File: src/pkg/motor_ramp_pkg.sv
// Notes on behaviour
// ramp target is startup limit plus 0/30/40/50 percent of normal limit.
// each ramp step adds 1/2/5/10 percent of normal limit.
// after sensorless entry and a 0-699 ms wait, step every 350 ms.
// ramped current limit never exceeds the normal limit.
// top speed codes 00..11 select 4096, 8192, 16384, 32768 rpm.
// pickup duty is detected speed over top speed, halved.
// in sensorless running speed is set only by limiting duty change.
// duty update interval bit: 0 gives 2.7 ms, 1 gives 10.8 ms.
// slew codes limit change per update; code 000 is open loop or 64/8.
// dc excitation to forced commutation updates every 2.7 ms, soft-start limit.
// acceleration and open loop use the selected interval and normal limit.
// stable closed loop follows demand every 2.7 ms, still slew limited.
// soft start without speed limitation rises 8 counts per 2.7 ms from 0.
// duty is a 9-bit count in 1/512 steps, saturating at both ends.
`default_nettype none
package motor_ramp_pkg;

  // ==========================================================
  // register map and fields
  localparam logic [7:0] REG_SPEED_DIR   = 8'h0e;
  localparam logic [7:0] REG_DUTY_SLEW   = 8'h10;
  localparam logic [7:0] REG_RAMP_TIMING = 8'h11;
  localparam logic [7:0] CFG_RESET       = 8'h00;
  localparam int         TOPSPD_LSB      = 1;
  localparam int         SLEW_LSB        = 4;
  localparam int         START_LSB       = 1;
  localparam int         BOOST_LSB       = 6;
  localparam int         UPSTEP_LSB      = 4;
  localparam int         SS_SLEW_LSB     = 1;
  localparam int         UPTIME_BIT      = 0;

  // ==========================================================
  // timing, in ns as printed
  localparam int CLK_PERIOD_NS    = 40;
  localparam int DUTY_SHORT_NS    = 2_700_000;
  localparam int DUTY_LONG_NS     = 10_800_000;
  localparam int RAMP_STEP_NS     = 350_000_000;
  localparam int MS_NS            = 1_000_000;
  localparam logic [9:0] WAIT_MAX_MS = 10'h2bb;

  // ==========================================================
  // scales: duty in eighths of 1/512, current in half percent of normal
  localparam logic [11:0] DUTY_FS         = 12'hfff;
  localparam logic [7:0]  NORM_LIMIT      = 8'hc8;
  localparam logic [7:0]  START_UNIT      = 8'h19;
  localparam logic [6:0]  SOFT_FIXED_STEP = 7'h40;

  typedef enum logic [2:0] {
    PH_IDLE   = 3'b000,
    PH_SOFT   = 3'b001,
    PH_ACCEL  = 3'b010,
    PH_STABLE = 3'b011,
    PH_OPEN   = 3'b100
  } phase_t;

  typedef enum logic [1:0] {
    RAMP_HOLD = 2'b00,
    RAMP_WAIT = 2'b01,
    RAMP_STEP = 2'b10,
    RAMP_DONE = 2'b11
  } ramp_st_t;

  typedef struct packed {
    logic       wr;
    logic [7:0] addr;
    logic [7:0] wdata;
  } cfg_req_t;

  function automatic logic [6:0] slew_eighths(input logic [2:0] code);
    case (code)
      3'h1:    return 7'h02;
      3'h2:    return 7'h03;
      3'h3:    return 7'h04;
      3'h4:    return 7'h06;
      3'h5:    return 7'h0a;
      3'h6:    return 7'h14;
      3'h7:    return 7'h38;
      default: return 7'h40;
    endcase
  endfunction : slew_eighths

  function automatic logic [7:0] boost_units(input logic [1:0] code);
    case (code)
      2'h1:    return 8'h3c;
      2'h2:    return 8'h50;
      2'h3:    return 8'h64;
      default: return 8'h00;
    endcase
  endfunction : boost_units

  function automatic logic [7:0] step_units(input logic [1:0] code);
    case (code)
      2'h1:    return 8'h04;
      2'h2:    return 8'h0a;
      2'h3:    return 8'h14;
      default: return 8'h02;
    endcase
  endfunction : step_units

  function automatic logic [7:0] cap_limit(input logic [8:0] v, input logic [7:0] lim);
    return (v > {1'b0, lim}) ? lim : v[7:0];
  endfunction : cap_limit

endpackage : motor_ramp_pkg
`default_nettype wire

File: src/verilog/motor_duty_ramp.sv
`timescale 1ns/10ps
`default_nettype none
module motor_duty_ramp import motor_ramp_pkg::*; #(
  parameter int DUTY_SHORT_CYC = DUTY_SHORT_NS / CLK_PERIOD_NS,
  parameter int DUTY_LONG_CYC  = DUTY_LONG_NS / CLK_PERIOD_NS,
  parameter int RAMP_STEP_CYC  = RAMP_STEP_NS / CLK_PERIOD_NS,
  parameter int MS_CYC         = MS_NS / CLK_PERIOD_NS
) (
  input  wire logic        sys_clk,
  input  wire logic        reset_n,
  input  wire cfg_req_t    cfg,
  output logic [7:0]       cfg_rdata,
  input  wire phase_t      phase,
  input  wire logic        speed_limit_en,
  input  wire logic        startup_current_reached,
  input  wire logic        sensorless_entry,
  input  wire logic        pickup_start,
  input  wire logic [15:0] pickup_rpm,
  input  wire logic [8:0]  duty_demand,
  input  wire logic [9:0]  ramp_wait_ms,
  output logic [8:0]       duty_out,
  output logic             duty_update,
  output logic [7:0]       current_limit
);

  // ==========================================================
  // configuration registers
  logic [7:0] spd_r, slew_r, tim_r, rdata_r;

  always_ff @(posedge sys_clk or negedge reset_n) begin
    if (!reset_n) begin
      spd_r  <= CFG_RESET;
      slew_r <= CFG_RESET;
      tim_r  <= CFG_RESET;
    end else if (cfg.wr) begin
      if (cfg.addr == REG_SPEED_DIR)   spd_r  <= cfg.wdata;
      if (cfg.addr == REG_DUTY_SLEW)   slew_r <= cfg.wdata;
      if (cfg.addr == REG_RAMP_TIMING) tim_r  <= cfg.wdata;
    end
  end

  // unmapped addresses read as zero
  always_ff @(posedge sys_clk or negedge reset_n) begin
    if (!reset_n) begin
      rdata_r <= CFG_RESET;
    end else begin
      unique case (cfg.addr)
        REG_SPEED_DIR:   rdata_r <= spd_r;
        REG_DUTY_SLEW:   rdata_r <= slew_r;
        REG_RAMP_TIMING: rdata_r <= tim_r;
        default:         rdata_r <= CFG_RESET;
      endcase
    end
  end
  assign cfg_rdata = rdata_r;

  logic [1:0] top_sel, boost_sel, upstep_sel;
  logic [2:0] slew_sel, ss_slew_sel, start_sel;
  assign top_sel     = spd_r[TOPSPD_LSB +: 2];
  assign slew_sel    = slew_r[SLEW_LSB +: 3];
  assign start_sel   = slew_r[START_LSB +: 3];
  assign boost_sel   = tim_r[BOOST_LSB +: 2];
  assign upstep_sel  = tim_r[UPSTEP_LSB +: 2];
  assign ss_slew_sel = tim_r[SS_SLEW_LSB +: 3];

  // top speed is 4096 rpm shifted by the code, so the halved ratio
  // in eighths of 1/512 is a plain right shift of the detected speed
  function automatic logic [11:0] pickup_duty(input logic [15:0] rpm, input logic [1:0] sel);
    logic [15:0] v;
    v = rpm >> ({1'b0, sel} + 3'h1);
    return (v > {4'h0, DUTY_FS}) ? DUTY_FS : v[11:0];
  endfunction : pickup_duty

  function automatic logic [11:0] slew_to(input logic [11:0] cur, input logic [11:0] tgt,
                                          input logic [6:0] step, input logic unl);
    logic [11:0] s;
    s = {5'h00, step};
    if (unl)
      return tgt;
    if (tgt > cur)
      return (tgt - cur > s) ? cur + s : tgt;
    return (cur - tgt > s) ? cur - s : tgt;
  endfunction : slew_to

  // ==========================================================
  // duty update timing
  phase_t      phase_q_r;
  logic [18:0] upd_cnt_r;
  logic [18:0] interval_w;
  logic        phase_chg, soft_entry, upd_tick, uses_sel;

  assign phase_chg  = (phase != phase_q_r);
  assign soft_entry = phase_chg && (phase == PH_SOFT);
  assign uses_sel   = (phase == PH_ACCEL) || (phase == PH_OPEN);
  assign interval_w = (uses_sel && tim_r[UPTIME_BIT]) ? 19'(DUTY_LONG_CYC)
                                                      : 19'(DUTY_SHORT_CYC);
  // compare with >= so a shortened interval fires at once instead of waiting for a wrap
  assign upd_tick   = (phase != PH_IDLE) && !phase_chg && (upd_cnt_r >= interval_w - 19'h1);

  always_ff @(posedge sys_clk or negedge reset_n) begin
    if (!reset_n) begin
      phase_q_r <= PH_IDLE;
      upd_cnt_r <= 19'h0;
    end else begin
      phase_q_r <= phase;
      // a phase change restarts the interval so a long one never leaks over
      if (phase_chg || upd_tick)
        upd_cnt_r <= 19'h0;
      else
        upd_cnt_r <= upd_cnt_r + 19'h1;
    end
  end

  // ==========================================================
  // duty slew
  logic [11:0] duty_acc_r, target_w;
  logic [6:0]  step_w;
  logic        unlimited_w, duty_update_r;

  always_comb begin
    if (phase == PH_SOFT) begin
      step_w   = speed_limit_en ? slew_eighths(ss_slew_sel) : SOFT_FIXED_STEP;
      target_w = startup_current_reached ? duty_acc_r : DUTY_FS;
    end else begin
      step_w   = slew_eighths(slew_sel);
      target_w = {duty_demand, 3'h0};
    end
  end
  // code 000 lifts the limit only in open loop; closed loop treats it as 64/8
  assign unlimited_w = (phase == PH_OPEN) && (slew_sel == 3'h0);

  always_ff @(posedge sys_clk or negedge reset_n) begin
    if (!reset_n) begin
      duty_acc_r <= 12'h000;
    end else if (pickup_start) begin
      duty_acc_r <= pickup_duty(pickup_rpm, top_sel);
    end else if (soft_entry) begin
      duty_acc_r <= 12'h000;
    end else if (upd_tick) begin
      duty_acc_r <= slew_to(duty_acc_r, target_w, step_w, unlimited_w);
    end
  end

  always_ff @(posedge sys_clk or negedge reset_n) begin
    if (!reset_n)
      duty_update_r <= 1'b0;
    else
      duty_update_r <= upd_tick && !pickup_start && !soft_entry;
  end
  // eighths are kept internally so fractional steps accumulate
  assign duty_out    = duty_acc_r[11:3];
  assign duty_update = duty_update_r;

  // ==========================================================
  // current limit ramp
  ramp_st_t    ramp_st_r;
  logic [24:0] ramp_cnt_r, wait_cyc_w;
  logic [7:0]  lim_r, start_w, ramp_tgt_w;
  logic [9:0]  wait_ms_w;

  assign start_w    = 8'(START_UNIT * (4'h8 - {1'b0, start_sel}));
  assign ramp_tgt_w = cap_limit({1'b0, start_w} + {1'b0, boost_units(boost_sel)},
                                NORM_LIMIT);
  assign wait_ms_w  = (ramp_wait_ms > WAIT_MAX_MS) ? WAIT_MAX_MS : ramp_wait_ms;
  assign wait_cyc_w = 25'({15'h0, wait_ms_w} * 25'(MS_CYC));

  always_ff @(posedge sys_clk or negedge reset_n) begin
    if (!reset_n) begin
      ramp_st_r  <= RAMP_HOLD;
      ramp_cnt_r <= 25'h0;
      lim_r      <= 8'h00;
    end else if (pickup_start) begin
      // a spinning motor starts straight on the normal limit
      ramp_st_r <= RAMP_DONE;
      lim_r     <= NORM_LIMIT;
    end else if (soft_entry) begin
      ramp_st_r <= RAMP_HOLD;
      lim_r     <= start_w;
    end else if (sensorless_entry) begin
      ramp_st_r  <= RAMP_WAIT;
      ramp_cnt_r <= 25'h0;
      lim_r      <= start_w;
    end else begin
      unique case (ramp_st_r)
        RAMP_HOLD: lim_r <= start_w;
        RAMP_WAIT: begin
          ramp_cnt_r <= ramp_cnt_r + 25'h1;
          if (ramp_cnt_r >= wait_cyc_w) begin
            ramp_st_r  <= RAMP_STEP;
            ramp_cnt_r <= 25'h0;
          end
        end
        RAMP_STEP: begin
          ramp_cnt_r <= ramp_cnt_r + 25'h1;
          if (ramp_cnt_r == 25'(RAMP_STEP_CYC - 1)) begin
            ramp_cnt_r <= 25'h0;
            lim_r      <= cap_limit({1'b0, lim_r} + {1'b0, step_units(upstep_sel)},
                                    ramp_tgt_w);
            if ({1'b0, lim_r} + {1'b0, step_units(upstep_sel)} >= {1'b0, ramp_tgt_w})
              ramp_st_r <= RAMP_DONE;
          end
        end
        RAMP_DONE: lim_r <= lim_r;
      endcase
    end
  end
  assign current_limit = lim_r;
endmodule : motor_duty_ramp
`default_nettype wire

File: config.mk
export PLATFORM = sky130hd
export DESIGN_NAME = motor_duty_ramp
export DESIGN_NICKNAME = d
export VERILOG_FILES = /design/src/pkg/motor_ramp_pkg.sv /design/src/verilog/motor_duty_ramp.sv
export SDC_FILE = /design/constraint.sdc
export NUM_CORES = 1
export LEC_CHECK = 0
export ABC_AREA = 1
export BUFFER_PORTS_ARGS = -buffer_cell sky130_fd_sc_hd__buf_4
export CORE_MARGIN = 5
export CORE_UTILIZATION = 63
export CTS_CLUSTER_SIZE = 12
export DETAILED_ROUTE_END_ITERATION = 8
export HOLD_SLACK_MARGIN = 0.08
export PLACE_DENSITY = 0.86
export SYNTH_ARGS = -nofsm -noshare
export SYNTH_HDL_FRONTEND = slang
export SYNTH_SLANG_ARGS = --single-unit
File: constraint.sdc
create_clock -name sys_clk -period 6.35 [get_ports sys_clk]
set_input_delay 1.27 -clock sys_clk [delete_from_list [all_inputs] [get_ports sys_clk]]
set_output_delay 1.27 -clock sys_clk [all_outputs]
set_load 0.05 [all_outputs]
==> impl_metrics.py <==
metrics = {
    "run_status": {
        "status": "finished with violations",
        "violations": "negative setup slack",
    },
    "routing": {
        "first_pass_iters": 7,
        "drc": 0,
        "routed_wl_um": 35000,
        "initialDrtViolationCount": 1045,
        "vias": 12600,
        "antenna_left": 0,
        "viasPerCell": 5.82,
        "wl_per_cell_um": 16.1,
    },
    "timing": {
        "timing.final.hold_violations": 0,
        "max_freq_mhz": 149,
        "period_share": 1.06,
        "fin_crit_ns": 6.73,
        "rsz0062_at_grt": "yes",
        "fin_ws_ns": -0.377,
        "worst_pin_slew_ns": 0.977,
        "finalSetupViolCount": 27,
        "holdWs_ns": 0.492,
        "slew_viol_final": 0,
        "tns_ns": -9.31,
        "finClkSkew_ns": 0.0105,
        "relSlewSlack": 0.346,
    },
    "setup_path": {
        "crit_path_end_kind": "flip-flop",
        "critPathMaxStageDelay_ns": 0.50,
        "cpLargestDelayFamily": "adder cells",
        "worstPathRequired_ns": 6.59,
        "crit_path_start": "ramp_wait_ms[3]",
        "crit_path_start_kind": "primary input",
        "critPathArrivalTime_ns": 6.97,
        "r2r_start": "slew_r[1]",
        "crit_type": "primary input to flip-flop",
        "crit_slowest_cell": "fa_1",
        "cp_max_fo": 6,
        "cp_num_buf_inv": 8,
    },
    "clock_tree": {
        "cts_made_buffers": 9,
        "clockBufferDepth": 2,
        "clkLatencyLatePin_ns": 0.36,
        "htree_levels": 3,
        "cts_tree": "built",
        "cts_root_buf": "clkbuf_16",
        "cts.clk_slew.worst_paths_ns": 0.08,
        "clkSinkCount": 102,
        "hold_buffers": 0,
    },
    "grt": {
        "grt_pass1_vias": 12300,
        "grt_max_degree": 62,
        "antenna_found_initial": 0,
        "grt_usage": 0.307,
        "overflow": 0,
        "grt_pass1_wl_um": 57800,
    },
    "placed_design": {
        "dpl.hpwl_um": 26700,
        "post-place-ws_ns": -0.772,
        "place_area_um2": 14100,
        "gp_congestion": 1.01,
        "numPortBuffers": 85,
    },
    "hold_path": {
        "min_from": "upd_cnt_r[0]",
        "worstHoldPathType": "flip-flop to flip-flop",
    },
    "finish": {
        "antenna_cells": 0,
        "fillers": 1467,
        "area_growth_pct": 17.4,
        "drive_above_1_share": 0.174,
        "stdcell_area_um2": 14700,
        "fin_nets": 2165,
    },
    "yosys": {
        "ys_types": 61,
        "ys.flop_type": "dfrtp_1",
        "syn_area_um2": 12500,
        "yosysSeqAreaShare": 0.204,
        "syn_inst": 1752,
        "synth_edf_count": 0,
        "synthArstFlopShare": 1.00,
        "synth_nets": 2020,
        "ys_ff_latch": 102,
        "syn_area_per_cell_um2": 7.16,
        "yosysWarnings": 0,
    },
    "power_and_ir_drop": {
        "power.density_nw_per_um2": 349,
        "peakVddDrop_mv": 0.228,
        "power_uw": 5130,
        "p_leak_uw": 0.00758,
    },
    "floorplanning": {
        "die-area_um2": 22800,
        "dieHeight_um": 151,
        "initial_core_util": 0.642,
        "io_pins": 87,
        "core_area_um2": 19500,
        "rows": 51,
        "die_w_um": 151,
    },
    "flow_run": {
        "cap_violations": 0,
    },
}
==> layout make-up <==
type                    count  area (um^2)  share of cell area
flip-flops and latches    102         2550               0.173
inverters                 266         1020              0.0690
multi-input cells        1334         9130               0.620
clock inverters             7         70.1             0.00476
repair buffers            184         1400              0.0952
clock buffers               9          225              0.0153
well taps                 265          332              0.0225
==> cells in the mapped netlist (all sizes together), types with 25 or more instances <==
library cell | count | area (um^2)
a21oi | 127 | 636
dfrtp | 102 | 2550
nand2 | 369 | 1400
buf | 34 | 205
xor2 | 61 | 534
xnor2 | 25 | 219
nor2 | 134 | 579
nor3 | 32 | 175
inv | 263 | 990
ha | 183 | 2290
o21ai | 97 | 493
nand4 | 46 | 309
nand3 | 91 | 498
==> cell families after synthesis <==
| kind of cell | count (synthesis) | synth area share |
|---|---|---|
| AO/OA/AOI/OAI | 312 | 0.144 |
| XOR/XNOR | 86 | 0.0601 |
| adder cells (fa/ha/maj) | 207 | 0.221 |
| buffers and inverters | 319 | 0.102 |
| flip-flops | 102 | 0.204 |
| multiplexers | 15 | 0.0126 |
| other | 1 | 0.000299 |
| AND/OR/NAND/NOR | 710 | 0.256 |
==> through the flow <==
stage,cells,utilization
final,2167,0.754
after floorplan,1752,-
after CTS,2162,0.750
after detailed placement,2130,0.721
after global routing,2167,0.754
after global placement,2130,0.721
==> path summary, 6_finish.rpt <==
check	cells past startpoint	to	slack (ns)
min reg2reg	1	upd_cnt_r[0]	0.49
min in group asynchronous	1	slew_r[0]	0.89
min	1	upd_cnt_r[0]	0.49
max reg2reg	30	current_limit[1]	0.72
max in group asynchronous	2	ramp_cnt_r[2]	4.26
max	38	ramp_cnt_r[3]	-0.38
==> sequential cells by signal, indices dropped and copies added, names as in the netlist <==
name,count
cfg_rdata,8
current_limit,8
duty_acc_r,12
duty_update,1
phase_q_r,3
ramp_cnt_r,25
ramp_st_r,2
slew_r,8
spd_r,8
tim_r,8
upd_cnt_r,19
==> cells in the final DEF (no fill, tap or decap), types with 5 or more instances in the layout <==
cell type / instances
nor3_1: 27
buf_4: 181
o21ai_0: 60
o31ai_1: 11
nand3_2: 6
o211ai_1: 17
nand2_2: 7
nand4_1: 44
a21oi_2: 5
o21a_1: 12
o21bai_1: 6
o21ai_1: 31
a21o_1: 6
a31oi_1: 6
mux2i_1: 9
clkbuf_16: 9
nand3_1: 84
nand2_4: 7
nor2_2: 10
nor3b_1: 6
nor2_1: 117
inv_1: 237
or2_2: 13
nor2_4: 6
nor4_1: 9
dfrtp_1: 102
ha_1: 168
a21oi_1: 122
inv_2: 21
o21ai_2: 6
xor2_1: 61
nand2_1: 355
ha_4: 15
mux2_2: 6
o221ai_1: 8
xnor2_1: 25
fa_1: 23
==> power by group <==
part           leakage (uW)  internal [uW]  total, uW  switching, uW
Clock              0.000147            279        560            281
Sequential          0.00127            712        826            114
Combinational       0.00616           1570       3750           2180
Total               0.00758           2560       5130           2580
==> worst reg2reg max path, delay by kind of cell (launching register included) <==
family,cells,cell delay (ns)
compound gates,8,1.17
xor+xnor,2,0.44
fa+ha+maj,5,1.74
buf+inv,6,0.80
flops,1,0.50
simple gates,9,0.88
==> routing by layer <==
metal	GRT usage	up-vias	share of wire
li1	-	6114	-
met1	0.410	5799	0.42
met2	0.516	587	0.47
met3	0.0404	121	0.077
met4	0.100	0	0.030
met5	0	-	0
==> repair_timing <==
action                                  CTS  global route
buffers inserted                         16             4
endpoints found under the setup margin   27            27
gates cloned                              2             1
gates resized for setup                  29             6
pin swaps                                34            12
Power figures use the tool's default switching activity.
